--- config.mk ---
export PLATFORM = sky130hd
export DESIGN_NAME = scp_core
export DESIGN_NICKNAME = d
export VERILOG_FILES = /design/src/common/scp_pkg.sv /design/src/scp_sync.sv /design/src/scp_core.sv
export SDC_FILE = /design/constraint.sdc
export NUM_CORES = 1
export LEC_CHECK = 0
export BUFFER_PORTS_ARGS = -buffer_cell sky130_fd_sc_hd__buf_2
export CORE_MARGIN = 1.5
export CORE_UTILIZATION = 30
export DETAILED_ROUTE_END_ITERATION = 16
export GPL_TIMING_DRIVEN = 1
export PLACE_DENSITY_LB_ADDON = 0.2
export SETUP_SLACK_MARGIN = 0.05
export SLEW_MARGIN = 0
export SYNTH_ARGS = -nofsm -noshare
export SYNTH_HDL_FRONTEND = slang
export SYNTH_SLANG_ARGS = --single-unit
--- constraint.sdc ---
create_clock -name clk_sys -period 4.7 [get_ports clk_sys]
set_clock_uncertainty 0.1 [all_clocks]
set_input_delay 0.235 -clock clk_sys [delete_from_list [all_inputs] [get_ports clk_sys]]
set_output_delay 0.235 -clock clk_sys [all_outputs]
set_load 0.05 [all_outputs]
--- src/common/scp_pkg.sv ---
package scp_pkg;

    // ****************************************
    // output modes of the drive port
    // ****************************************
    typedef enum logic [1:0] {
        SCP_OUT_PAR8  = 2'h0,
        SCP_OUT_MUX12 = 2'h1,
        SCP_OUT_PWM   = 2'h2
    } scp_out_mode_t;

    // ****************************************
    // status byte layout and reset values
    // ****************************************
    localparam int unsigned STAT_BUSY_BIT = 0;
    localparam int unsigned STAT_INDEX_BIT = 3;
    localparam int unsigned STAT_ALERT_BIT = 6;
    localparam int unsigned STAT_INIT_BIT = 7;
    localparam int unsigned STAT_INIT2_BIT = 2;
    localparam logic [7:0] STAT_RESET = 8'h00;
    localparam logic [7:0] STAT_READY = 8'h84;

    // ****************************************
    // drive port reset codes and timing
    // ****************************************
    localparam logic [11:0] MID12 = 12'h800;
    localparam logic [7:0] MID8 = 8'h80;
    localparam int unsigned CLK_HZ = 10_000_000;
    localparam int unsigned INIT_US = 1000;
    localparam int unsigned INIT_CYC = (CLK_HZ / 1_000_000) * INIT_US;
    localparam int unsigned MID12_HOLD_CYC = 16;
    localparam int unsigned MUX_HALF_CYC = 4;
    localparam int unsigned BUSY_CYC = 4;
    localparam int unsigned SYNC_STAGES = 2;

    // ****************************************
    // carriers
    // ****************************************
    typedef struct packed {
        logic a;
        logic b;
        logic idx;
    } scp_enc_t;

    typedef struct packed {
        logic cs_n;
        logic rd_n;
        logic wr_n;
        logic port_select;
    } scp_host_t;

endpackage

--- src/scp_sync.sv ---
`timescale 1ns/1ns
module scp_sync #(
    parameter int unsigned WIDTH = 1
) (
    input wire logic clk_sys,              // system clock
    input wire logic sys_rst,              // synchronous reset, high
    input wire logic [WIDTH-1:0] din,      // asynchronous level
    input wire logic [WIDTH-1:0] rst_val,  // constant value held in reset
    output logic [WIDTH-1:0] dout          // synchronised level
);
    logic [WIDTH-1:0] meta_q;
    logic [WIDTH-1:0] sync_q;

    always_ff @(posedge clk_sys) begin
        if (sys_rst) begin
            meta_q <= rst_val;
            sync_q <= rst_val;
        end else begin
            meta_q <= din;
            sync_q <= meta_q;
        end
    end

    assign dout = sync_q;
endmodule

--- src/scp_core.sv ---
`timescale 1ns/1ns
module scp_core #(
    parameter int unsigned POS_W = 32,
    parameter int unsigned INIT_CYCLES = scp_pkg::INIT_CYC
) (
    input wire logic clk_sys,                 // system clock 10 MHz
    input wire logic sys_rst,                 // chip reset, high
    input wire logic rst_pin_n,               // reset pin, low
    input wire scp_pkg::scp_enc_t enc,        // encoder pins
    input wire scp_pkg::scp_host_t host,      // host strobes
    input wire logic [7:0] hd_in,             // host data in
    output logic [7:0] hd_out,                // host data out
    output logic hd_oe,                       // host data enable
    output logic host_alert_output,           // interrupt to host, high
    input wire scp_pkg::scp_out_mode_t mode,  // drive port mode
    input wire logic [11:0] drive_word,       // drive value from filter
    input wire logic [7:0] pwm_mag,           // pwm magnitude from filter
    input wire logic drive_sign,              // pwm sign from filter
    input wire logic index_arm,               // index capture enable
    input wire logic [7:0] irq_enable,        // interrupt enable bits
    input wire logic [7:0] rd_data,           // data port read byte
    output logic [7:0] drive_port,            // drive pins 0 to 7
    output logic [7:0] cmd_byte,              // last command byte
    output logic cmd_valid,                   // command pulse
    output logic [7:0] data_byte,             // last data byte
    output logic data_valid,                  // data write pulse
    output logic data_rd,                     // data read pulse
    output logic [POS_W-1:0] position,        // position count
    output logic [POS_W-1:0] index_pos        // captured index position
);
    if (POS_W < 8 || INIT_CYCLES < 1) begin : g_bad_params
        $error("scp_core: bad parameters");
    end

    // ****************************************
    // input synchronisers
    // ****************************************
    logic [15:0] sync_out;
    logic [7:0] hd_s;
    logic qa, qb, qi, cs_n, rd_n, wr_n, psel, rstp_n;
    scp_sync #(.WIDTH(16)) u_sync (
        .clk_sys(clk_sys),
        .sys_rst(sys_rst),
        .din({enc.a, enc.b, enc.idx, host.cs_n, host.rd_n, host.wr_n, host.port_select,
              rst_pin_n, hd_in}),
        .rst_val(16'h3D00),
        .dout(sync_out)
    );
    assign {qa, qb, qi, cs_n, rd_n, wr_n, psel, rstp_n, hd_s} = sync_out;

    // ****************************************
    // reset pin edge and init sequence
    // ****************************************
    logic rstp_q, init_go, init_busy_q;
    logic [31:0] init_cnt_q;
    always_ff @(posedge clk_sys) begin
        if (sys_rst) begin
            rstp_q <= 1'b1;
        end else begin
            rstp_q <= rstp_n;
        end
    end
    assign init_go = rstp_n & ~rstp_q;
    wire in_reset = sys_rst | ~rstp_n;

    always_ff @(posedge clk_sys) begin
        if (in_reset) begin
            init_cnt_q <= 32'h0;
            init_busy_q <= 1'b0;
        end else if (init_go) begin
            init_cnt_q <= 32'h0;
            init_busy_q <= 1'b1;
        end else if (init_busy_q) begin
            if (init_cnt_q == INIT_CYCLES - 1) begin
                init_busy_q <= 1'b0;
            end
            init_cnt_q <= init_cnt_q + 32'h1;
        end
    end

    // ****************************************
    // quadrature decoder
    // ****************************************
    logic [1:0] ab_q;
    logic [POS_W-1:0] pos_q, idx_q;
    logic idx_hit_q;
    wire [1:0] ab = {qa, qb};
    // gray order 00,10,11,01 is forward when a leads b
    wire fwd = (ab_q == 2'h0 && ab == 2'h2) || (ab_q == 2'h2 && ab == 2'h3) ||
               (ab_q == 2'h3 && ab == 2'h1) || (ab_q == 2'h1 && ab == 2'h0);
    wire rev = (ab_q == 2'h2 && ab == 2'h0) || (ab_q == 2'h3 && ab == 2'h2) ||
               (ab_q == 2'h1 && ab == 2'h3) || (ab_q == 2'h0 && ab == 2'h1);
    always_ff @(posedge clk_sys) begin
        if (in_reset) begin
            ab_q <= 2'h0;
            pos_q <= '0;
        end else begin
            ab_q <= ab;
            if (fwd) begin
                pos_q <= pos_q + 1'b1;
            end else if (rev) begin
                pos_q <= pos_q - 1'b1;
            end
        end
    end

    // latch when all three low while armed; level, recaptures every cycle it holds
    wire idx_cond = index_arm & ~qi & ~qa & ~qb;
    always_ff @(posedge clk_sys) begin
        if (in_reset) begin
            idx_q <= '0;
            idx_hit_q <= 1'b0;
        end else if (idx_cond) begin
            idx_q <= pos_q;
            idx_hit_q <= 1'b1;
        end
    end
    assign position = pos_q;
    assign index_pos = idx_q;

    // ****************************************
    // host port
    // ****************************************
    logic rd_q, wr_q, busy_q;
    logic [3:0] busy_cnt_q;
    logic [7:0] status, hd_q;
    wire rd_act = ~cs_n & ~rd_n;
    wire wr_act = ~cs_n & ~wr_n;
    wire wr_end = wr_q & ~wr_act;
    wire rd_end = rd_q & ~rd_act;
    always_ff @(posedge clk_sys) begin
        if (in_reset) begin
            rd_q <= 1'b0;
            wr_q <= 1'b0;
        end else begin
            rd_q <= rd_act;
            wr_q <= wr_act;
        end
    end

    always_ff @(posedge clk_sys) begin
        if (in_reset) begin
            cmd_byte <= 8'h00;
            data_byte <= 8'h00;
        end else if (wr_act & ~wr_q) begin
            if (psel) begin
                data_byte <= hd_s;
            end else begin
                cmd_byte <= hd_s;
            end
        end
    end
    assign cmd_valid = wr_end & ~psel;
    assign data_valid = wr_end & psel;
    assign data_rd = rd_end & psel;

    // busy set on the edge ending a write or a data-port read
    always_ff @(posedge clk_sys) begin
        if (in_reset) begin
            busy_q <= 1'b0;
            busy_cnt_q <= 4'h0;
        end else if (wr_end | (rd_end & psel)) begin
            busy_q <= 1'b1;
            busy_cnt_q <= 4'(scp_pkg::BUSY_CYC);
        end else if (busy_cnt_q != 4'h0) begin
            busy_cnt_q <= busy_cnt_q - 4'h1;
        end else begin
            busy_q <= 1'b0;
        end
    end

    // status 00 until init completes, then 84
    wire init_done = ~init_busy_q & ~in_reset;
    logic ready_q;
    always_ff @(posedge clk_sys) begin
        if (in_reset | init_go) begin
            ready_q <= 1'b0;
        end else if (init_busy_q && init_cnt_q == INIT_CYCLES - 1) begin
            ready_q <= 1'b1;
        end
    end
    always_comb begin
        status = ready_q ? scp_pkg::STAT_READY : scp_pkg::STAT_RESET;
        status[scp_pkg::STAT_BUSY_BIT] = busy_q;
        status[scp_pkg::STAT_INDEX_BIT] = idx_hit_q;
        status[scp_pkg::STAT_ALERT_BIT] = ready_q & idx_hit_q & irq_enable[3];
    end

    always_ff @(posedge clk_sys) begin
        if (in_reset) begin
            hd_q <= 8'h00;
        end else if (rd_act) begin
            hd_q <= psel ? rd_data : status;
        end
    end
    assign hd_out = hd_q;
    // drive only while read strobe active
    assign hd_oe = rd_act & rd_q;

    always_ff @(posedge clk_sys) begin
        if (in_reset) begin
            host_alert_output <= 1'b0;
        end else begin
            host_alert_output <= init_done & |(status & irq_enable & 8'h48);
        end
    end

    // ****************************************
    // drive port
    // ****************************************
    logic [3:0] mux_cnt_q;
    logic mux_hi_q;
    logic mid12_q;
    logic [4:0] mid_cnt_q;
    wire [11:0] dval = mid12_q ? scp_pkg::MID12 :
                       (ready_q ? drive_word : {scp_pkg::MID8, 4'h0});
    // mid-scale 800 then 80 after reset
    always_ff @(posedge clk_sys) begin
        if (in_reset | init_go) begin
            mid12_q <= 1'b1;
            mid_cnt_q <= 5'h0;
        end else if (mid12_q) begin
            if (mid_cnt_q == 5'(scp_pkg::MID12_HOLD_CYC - 1)) begin
                mid12_q <= 1'b0;
            end
            mid_cnt_q <= mid_cnt_q + 5'h1;
        end
    end

    always_ff @(posedge clk_sys) begin
        if (in_reset) begin
            mux_cnt_q <= 4'h0;
            mux_hi_q <= 1'b0;
        end else if (mux_cnt_q == 4'(2 * scp_pkg::MUX_HALF_CYC - 1)) begin
            mux_cnt_q <= 4'h0;
            mux_hi_q <= ~mux_hi_q;
        end else begin
            mux_cnt_q <= mux_cnt_q + 4'h1;
        end
    end
    // strobe rises mid-half so the word is settled first
    wire mux_strobe = (mux_cnt_q >= 4'(scp_pkg::MUX_HALF_CYC));

    always_ff @(posedge clk_sys) begin
        if (in_reset) begin
            drive_port <= scp_pkg::MID8;
        end else begin
            case (mode)
                scp_pkg::SCP_OUT_PAR8: begin
                    drive_port <= mid12_q ? scp_pkg::MID8 : dval[11:4];
                end
                scp_pkg::SCP_OUT_MUX12: begin
                    drive_port <= {(mux_hi_q ? dval[11:6] : dval[5:0]), mux_hi_q,
                                   mux_strobe};
                end
                scp_pkg::SCP_OUT_PWM: begin
                    drive_port <= {drive_sign, (mux_cnt_q < pwm_mag[7:4]), 6'h00};
                end
                default: begin
                    drive_port <= scp_pkg::MID8;
                end
            endcase
        end
    end
endmodule

==> summary.md, run 1 <==
| Metric | Value |
|---|---|
| First-pass GRT wire length | `34000 microns` |
| Worst path arrival time | `3.97 ns` |
| Clk buf depth | `2` |
| Pin count of the biggest net entering global routing | `76` |
| GP Congestion | `0.831` |
| Ys async rst share | `0%` |
| Wire per inst | `13.4 microns` |
| Synth Area per Inst | `8.47 sq um` |
| Hold buffers post-CTS | `34` |
| CTS Root Cell | `clkbuf_16` |
| Initial antenna violation count | `0` |
| CP Capture Type | `flip-flop` |
| Initial DRC Count | `355` |
| CTS tree | `done` |
| Clk_lat worst skew | `0.44 ns` |
| Dpl hpwl | `14100 microns` |
| Total gr overflow | `0` |
| H-Tree Level Count | `4` |
| Most frequent cells in the layout | `dfxtp_1 (185), nand2_1 (168), buf_2 (147), a21oi_1 (101), nor2_1 (87)` |
| Yosys warns | `0` |
| Finished Core Util | `37.9%` |
| Routed WL | `20700 microns` |
| Max cap viols | `0` |
| Setup Viol. Count Final | `0` |
| Starting density of the core | `30.4%` |
| Min Tclk post-route | `3.74 ns` |
| Most common cell after layout, fill and taps aside | `dfxtp_1` |
| Synth-to-Final Area Change | `24.8%` |
| Vias in the first global route | `6698` |
| CP Max Fanout | `17` |
| Rows | `61` |
| Peak supply drop | `0.178 mV` |
| CTS Buf Count | `17` |
| CP Class | `flip-flop to flip-flop` |
| Worst-margin pin slew | `0.944 ns` |
| RSZ-0062 raised after global routing | `false` |
| Tcrit/Tclk final | `79.5%` |
| Status | `finished clean` |
| Sequential fraction of the synthesis area | `44.1%` |
| Ys flop type | `dfxtp_1` |
| Pwr dens | `454 mW/mm^2` |
| Detail Route Antenna Nets | `0` |
| Post-synth cell types | `62` |
| Die footprint | `0.0290 sq mm` |
| Number of max-slew violations in the final report | `0` |
| Diode count | `0` |
| DR pass1 iterations | `4` |
| Drt drc | `0` |
| Ports | `159` |
| Fmax | `0.268 GHz` |
| Post-synthesis register bit count | `185` |
| Final nets | `1251` |
| Netlist Area Pre-Place | `0.00840 sq mm` |
| Final Hold Vio Count | `0` |
| Leak pwr | `0.00448 uW` |
| Max-slew headroom | `37.1%` |
| Worst hold slack | `0.0298 ns` |
| Mapped Nets | `1088` |
| Die width | `170 microns` |
| Postcts setup bufs | `0` |
| Die Ht | `170 microns` |
| Fraction of layout instances using a drive strength above 1 | `18.6%` |
| Total global-route track usage | `14.6%` |
| TNS Setup | `0 ns` |
| Drt via density | `4.71` |
| Reg clk slew, reported paths | `0.08 ns` |
| EDFF count, synth | `0` |
| Hold WC Path Type | `primary input to flip-flop` |
| Port buffer count | `147` |
| CP required | `4.93 ns` |
| Mapped Cells | `991` |
| Area of the core | `0.0276 sq mm` |
| Total number of vias | `7276` |
| Post-cts sizing count | `0` |
| # clock sinks | `185` |
| Critical Path Source Type | `flip-flop` |
## stage by stage
step | area (sq um) | std cells | setup slack (ns) | total power, uW
floorplan | 8400 | 991 | 1.21 | 2920
global placement | 9510 | 1479 | 1.05 | 3240
detailed placement | 9510 | 1479 | 1.03 | 3240
CTS | 10500 | 1545 | 0.992 | 4830
global route | 10500 | 1545 | 0.677 | 5070
finish | 10500 | 1545 | 0.965 | 4760
## registers in the layout, summed over array words and instances, names as in the netlist, 4 cells and up
| register | flops |
|---|---|
| drive_port | 8 |
| u_sync.meta_q | 16 |
| cmd_byte | 8 |
| init_cnt_q | 32 |
| data_byte | 8 |
| mux_cnt_q | 4 |
| u_sync.dout | 16 |
| mid_cnt_q | 5 |
| index_pos | 32 |
| busy_cnt_q | 4 |
| position | 32 |
| hd_out | 8 |
## final timing paths
check	end	depth (start not counted)	slack, ns	from
worst max-delay path	position[28]$_SDFFE_PP0P_	11	0.96	u_sync.dout[15]$_SDFF_PP0_
worst min-delay path	drive_port[0]$_SDFF_PP0_	3	0.03	drive_word[4]
worst min register to register	u_sync.dout[12]$_SDFF_PP1_	1	0.31	u_sync.meta_q[12]$_SDFF_PP1_
worst max register to register	position[28]$_SDFFE_PP0P_	11	0.96	u_sync.dout[15]$_SDFF_PP0_
## cells by family (layout without fill, tap and decap cells)
family / Yosys count / after routing / share of synthesized area (%)
AO/OA/AOI/OAI: 217 / 217 / 15.9
XOR/XNOR: 56 / 56 / 5.84
adder cells (fa/ha/maj): 39 / 39 / 5.90
buffers and inverters: 60 / 236 / 2.74
flip-flops: 185 / 185 / 44.1
multiplexers: 18 / 18 / 2.16
AND/OR/NAND/NOR: 416 / 416 / 23.3
## cells in the mapped netlist (all sizes together) (10+ instances only)
cell type	instances	area share [%]
a21oi	102	6.1
dfxtp	185	44
inv	15	0.67
and2	10	0.75
nand4	12	0.89
ha	38	5.7
a211oi	14	1.3
nor2b	25	1.9
mux2i	17	2.0
xor2	33	3.4
nor3	14	0.89
or2	15	1.1
and3	16	1.2
clkbuf	37	1.7
o21ai	34	2.1
nand2	168	7.5
xnor2	23	2.4
nand3	32	1.9
nor2	88	4.0
a21o	26	2.3
## critical path, cell delays in order, from the launching register on
cell and delay (ns):
dfxtp_1 0.41, xor2_1 0.18, nand2_1 0.44, fa_1 0.63
a211oi_1 0.40, o21bai_2 0.17, o21ai_2 0.20, o21ai_2 0.10
o211ai_2 0.27, a211oi_1 0.15, or3_1 0.33, a32o_1 0.24
## layout make-up
type,instances,area (sq um)
clock buffers,17,425
clock inverters,15,204
fillers,2861,17200
inverters,15,56.3
multi-input cells,746,4480
flip-flops and latches,185,3700
well taps,378,473
repair buffers,189,1140
## per-layer routing
layer  track usage (%)  up-vias  routed length (microns)
li1                  -     3772                        -
met1              19.4     3372                    10100
met2              24.1      123                     9650
met3              2.91        9                      728
met4              3.50        0                      165
met5                 0        -                        0
## power by group
group,switching [uW],internal (uW)
Clock,780,745
Sequential,97.5,1660
Combinational,908,569
Total,1790,2970
(Power assumes the default switching activity.)
==> run 2, diff against run 1 <==
--- a/config.mk
+++ b/config.mk
@@ -5,6 +5,7 @@
 export SDC_FILE = /design/constraint.sdc
 export NUM_CORES = 1
 export LEC_CHECK = 0
+export ABC_AREA = 1
 export BUFFER_PORTS_ARGS = -buffer_cell sky130_fd_sc_hd__buf_2
 export CORE_MARGIN = 1.5
 export CORE_UTILIZATION = 30
==> constraint.sdc (replaced) <==
create_clock -name clk_sys -period 3.35 [get_ports clk_sys]
set_clock_uncertainty 0.1 [all_clocks]
set_input_delay 0.1675 -clock clk_sys [delete_from_list [all_inputs] [get_ports clk_sys]]
set_output_delay 0.1675 -clock clk_sys [all_outputs]
set_load 0.05 [all_outputs]
==> run 2 against run 1 <==
Effect of this change:
- maximum frequency grew 40%
- area after synthesis grew 15%
- register-to-register slack lost 0.28 ns
- critical path depth grew 4
- non-clock buffer count grew 9
- combinational power grew 22%
- final area grew 13%
- via count grew 26%
- synthesized cell count grew 46%
- largest power group unchanged
- sequential cell count is the same
- count of clock-buffer cells in the layout is the same
==> summary.md, run 2 <==
| Metric | Value |
|---|---|
| DR pass1 iterations | `5 (+1)` |
| Finished Core Util | `37.6% (-0.36 points)` |
| Cell accounting for the most synthesized area | `dfxtp_1` |
| Synth-to-Final Area Change | `23.1%` |
| Number of max-slew violations in the final report | `0 (unchanged)` |
| Initial antenna violation count | `0 (unchanged)` |
| Routed WL | `25800 microns (+25%)` |
| Post-route cell area | `0.0119 sq mm (+13%)` |
| Peak supply drop | `0.332 mV (+87%)` |
| Worst-margin pin slew | `0.673 ns (-0.271 ns)` |
| Most frequent cells in the layout | `nand2_1 (332), inv_1 (260), nor2_1 (188), dfxtp_1 (185), buf_2 (147)` |
| Port buffer count | `147 (unchanged)` |
| CTS Buf Count | `17 (unchanged)` |
| GP Congestion | `0.883 (+6.3%)` |
| Ys flop type | `dfxtp_1` |
| Worst R2R Setup Slack | `0.69 ns (-0.28 ns)` |
| CTS Root Cell | `clkbuf_16` |
| Total global-route track usage | `15.9% (+1.4 points)` |
| Fraction of layout instances using a drive strength above 1 | `13.5% (-5.1 points)` |
| Ys async rst share | `0% (unchanged)` |
| CP Max Fanout | `32 (+15)` |
| Yosys top cell area share | `38.5% (-5.6 points)` |
| EDFF count, synth | `0 (unchanged)` |
| Post-Place Cell Area | `0.0108 sq mm (+13%)` |
| Ports | `159 (unchanged)` |
| Synth Area per Inst | `6.66 sq um (-21%)` |
| CP Class | `flip-flop to flip-flop` |
| Dpl hpwl | `18900 microns (+34%)` |
| CP required | `3.61 ns (-1.32 ns)` |
| Clk buf depth | `2 (unchanged)` |
| Max cap viols | `0 (unchanged)` |
| Reg2reg path depth | `15 (+4)` |
| Most frequent cells after synthesis | `nand2_1 (332), inv_1 (260), nor2_1 (188), dfxtp_1 (185), o21ai_0 (89)` |
| Mapped Cells | `1446 (+46%)` |
| Rows | `65 (+6.6%)` |
| Die footprint | `0.0332 sq mm (+14%)` |
| Pin count of the biggest net entering global routing | `75 (-1.3%)` |
| Drt drc | `0 (unchanged)` |
| Clk_lat worst skew | `0.45 ns (about the same)` |
| Post-cts sizing count | `0 (unchanged)` |
| Die Ht | `182 microns (+7.0%)` |
| Critical Path Source Type | `flip-flop` |
| Tcrit/Tclk final | `79.5% (about the same)` |
| Final setup margin | `0.688 ns (-0.276 ns)` |
| Vias in the first global route | `8813 (+32%)` |
| Starting density of the core | `30.5% (+0.12 points)` |
| Die width | `182 microns (+7.0%)` |
| H-Tree Level Count | `4 (unchanged)` |
| Pwr dens | `536 mW/mm^2 (+18%)` |
| Synth top area cells | `dfxtp_1 (38%), nand2_1 (13%), inv_1 (10%)` |
| Multi-input gate area | `0.00479 sq mm (+7.0%)` |
| Reg clk slew, reported paths | `0.08 ns (about the same)` |
| Area of the core | `0.0316 sq mm (+14%)` |
| Status | `finished clean` |
| Min Tclk post-route | `2.66 ns (-1.07 ns)` |
| Mapped Nets | `1543 (+42%)` |
| Post-synth cell types | `45 (-27%)` |
| Final Hold Vio Count | `0 (unchanged)` |
| # clock sinks | `185 (unchanged)` |
| TNS Setup | `0 ns (unchanged)` |
| Max-slew headroom | `54.8% (+18 points)` |
| First-pass GRT wire length | `42800 microns (+26%)` |
| Worst path arrival time | `2.92 ns (-1.05 ns)` |
| Hold WC Path Type | `primary input to flip-flop` |
| Total power after layout | `6360 uW (+34%)` |
| Final nets | `1724 (+38%)` |
| Wire per inst | `12.6 microns (-5.7%)` |
| Detail Route Antenna Nets | `0 (unchanged)` |
| Fmax | `0.376 GHz (+40%)` |
| RSZ-0062 raised after global routing | `false` |
| Sequential fraction of the synthesis area | `38.5% (-5.6 points)` |
| Leak pwr | `0.00609 uW (+36%)` |
| Total number of vias | `9140 (+26%)` |
| Post-synthesis register bit count | `185 (unchanged)` |
| Fillers | `3440 (+20%)` |
| Postcts setup bufs | `0 (unchanged)` |
| Pre-CTS WS | `0.672 ns (-0.355 ns)` |
| Drt via density | `4.48 (-5.0%)` |
| Most common cell after layout, fill and taps aside | `nand2_1` |
| Netlist Area Pre-Place | `0.00963 sq mm (+15%)` |
| Storage cell area | `0.00370 sq mm (unchanged)` |
| Diode count | `0 (unchanged)` |
| Total gr overflow | `0 (unchanged)` |
| Top-count cell post-synth | `nand2_1` |
| CP Capture Type | `flip-flop` |
| Initial DRC Count | `471 (+33%)` |
| Setup Viol. Count Final | `0 (unchanged)` |
| CTS tree | `done` |
| Yosys warns | `0 (unchanged)` |
| Hold depth | `2 (-1)` |
-- run 2: worst max-delay path, cell delays in order, from the launching register on --
cell     delay [ns]
dfxtp_1        0.40
xor2_1         0.15
nand3_1        0.08
buf_4          0.27
ha_1           0.41
nand2_1        0.14
nor2_1         0.15
nand3_1        0.09
nand2_1        0.13
nand2_1        0.07
nand2_1        0.20
nand2_1        0.12
nand3_1        0.09
nand3_1        0.07
nand2_1        0.07
inv_1          0.03
-- run 2: cell type report --
type | count | area share (%)
Clock buffer | 17 | 3.59
Clock inverter | 15 | 1.79
Inverter | 263 | 8.33
Multi-Input combinational cell | 962 | 40.4
Sequential cell | 185 | 31.3
Tap cell | 402 | 4.24
Timing Repair Buffer | 198 | 10.4
-- run 2: report_power, final --
group / internal [uW] / switching (uW) / total [uW] / leakage [uW]
sequential: 2300 / 92.1 / 2390 / 0.00151
clock: 1050 / 1100 / 2150 / 0.000308
combinational: 578 / 1230 / 1810 / 0.00427
total: 3930 / 2430 / 6360 / 0.00609
-- run 2: repair_timing --
| item | in CTS | in global routing |
|---|---|---|
| hold endpoints to repair | 33 | 0 |
| hold buffers | 44 | 0 |
| setup endpoints to repair | 0 | 0 |
-- run 2: worst paths after layout --
path / start / to
worst min register to register: u_sync.meta_q[1]$_SDFF_PP0_ / u_sync.dout[1]$_SDFF_PP0_
worst min-delay path: sys_rst / u_sync.dout[9]$_SDFF_PP0_
worst max register to register: u_sync.dout[15]$_SDFF_PP0_ / position[23]$_SDFFE_PP0P_
worst max-delay path: u_sync.dout[15]$_SDFF_PP0_ / position[23]$_SDFFE_PP0P_
-- run 2: logic make-up (layout without fill, tap and decap cells) --
logic type | Yosys count | count (layout) | synth area share (%)
AO/OA/AOI/OAI | 217 | 217 | 12.0
XOR/XNOR | 27 | 27 | 2.46
adder cells (fa/ha/maj) | 39 | 39 | 5.15
buffers and inverters | 299 | 493 | 11.8
flip-flops | 185 | 185 | 38.5
AND/OR/NAND/NOR | 679 | 679 | 30.1
-- run 2: through the flow --
step,instances,hold WS (ns)
2_1_floorplan,1446,0.171
3_3_place_gp,1966,0.254
3_5_place_dp,1966,0.253
4_1_cts,2042,0.0567
5_1_grt,2042,0.0945
6_report,2042,0.0981
-- run 2: per-layer routing --
metal | vias up | wire length (microns) | track usage (%)
met5 | - | 0 | 0
met4 | 0 | 489 | 5.59
met3 | 27 | 802 | 2.83
met2 | 148 | 12300 | 27.7
met1 | 4080 | 12200 | 19.8
li1 | 4885 | - | -
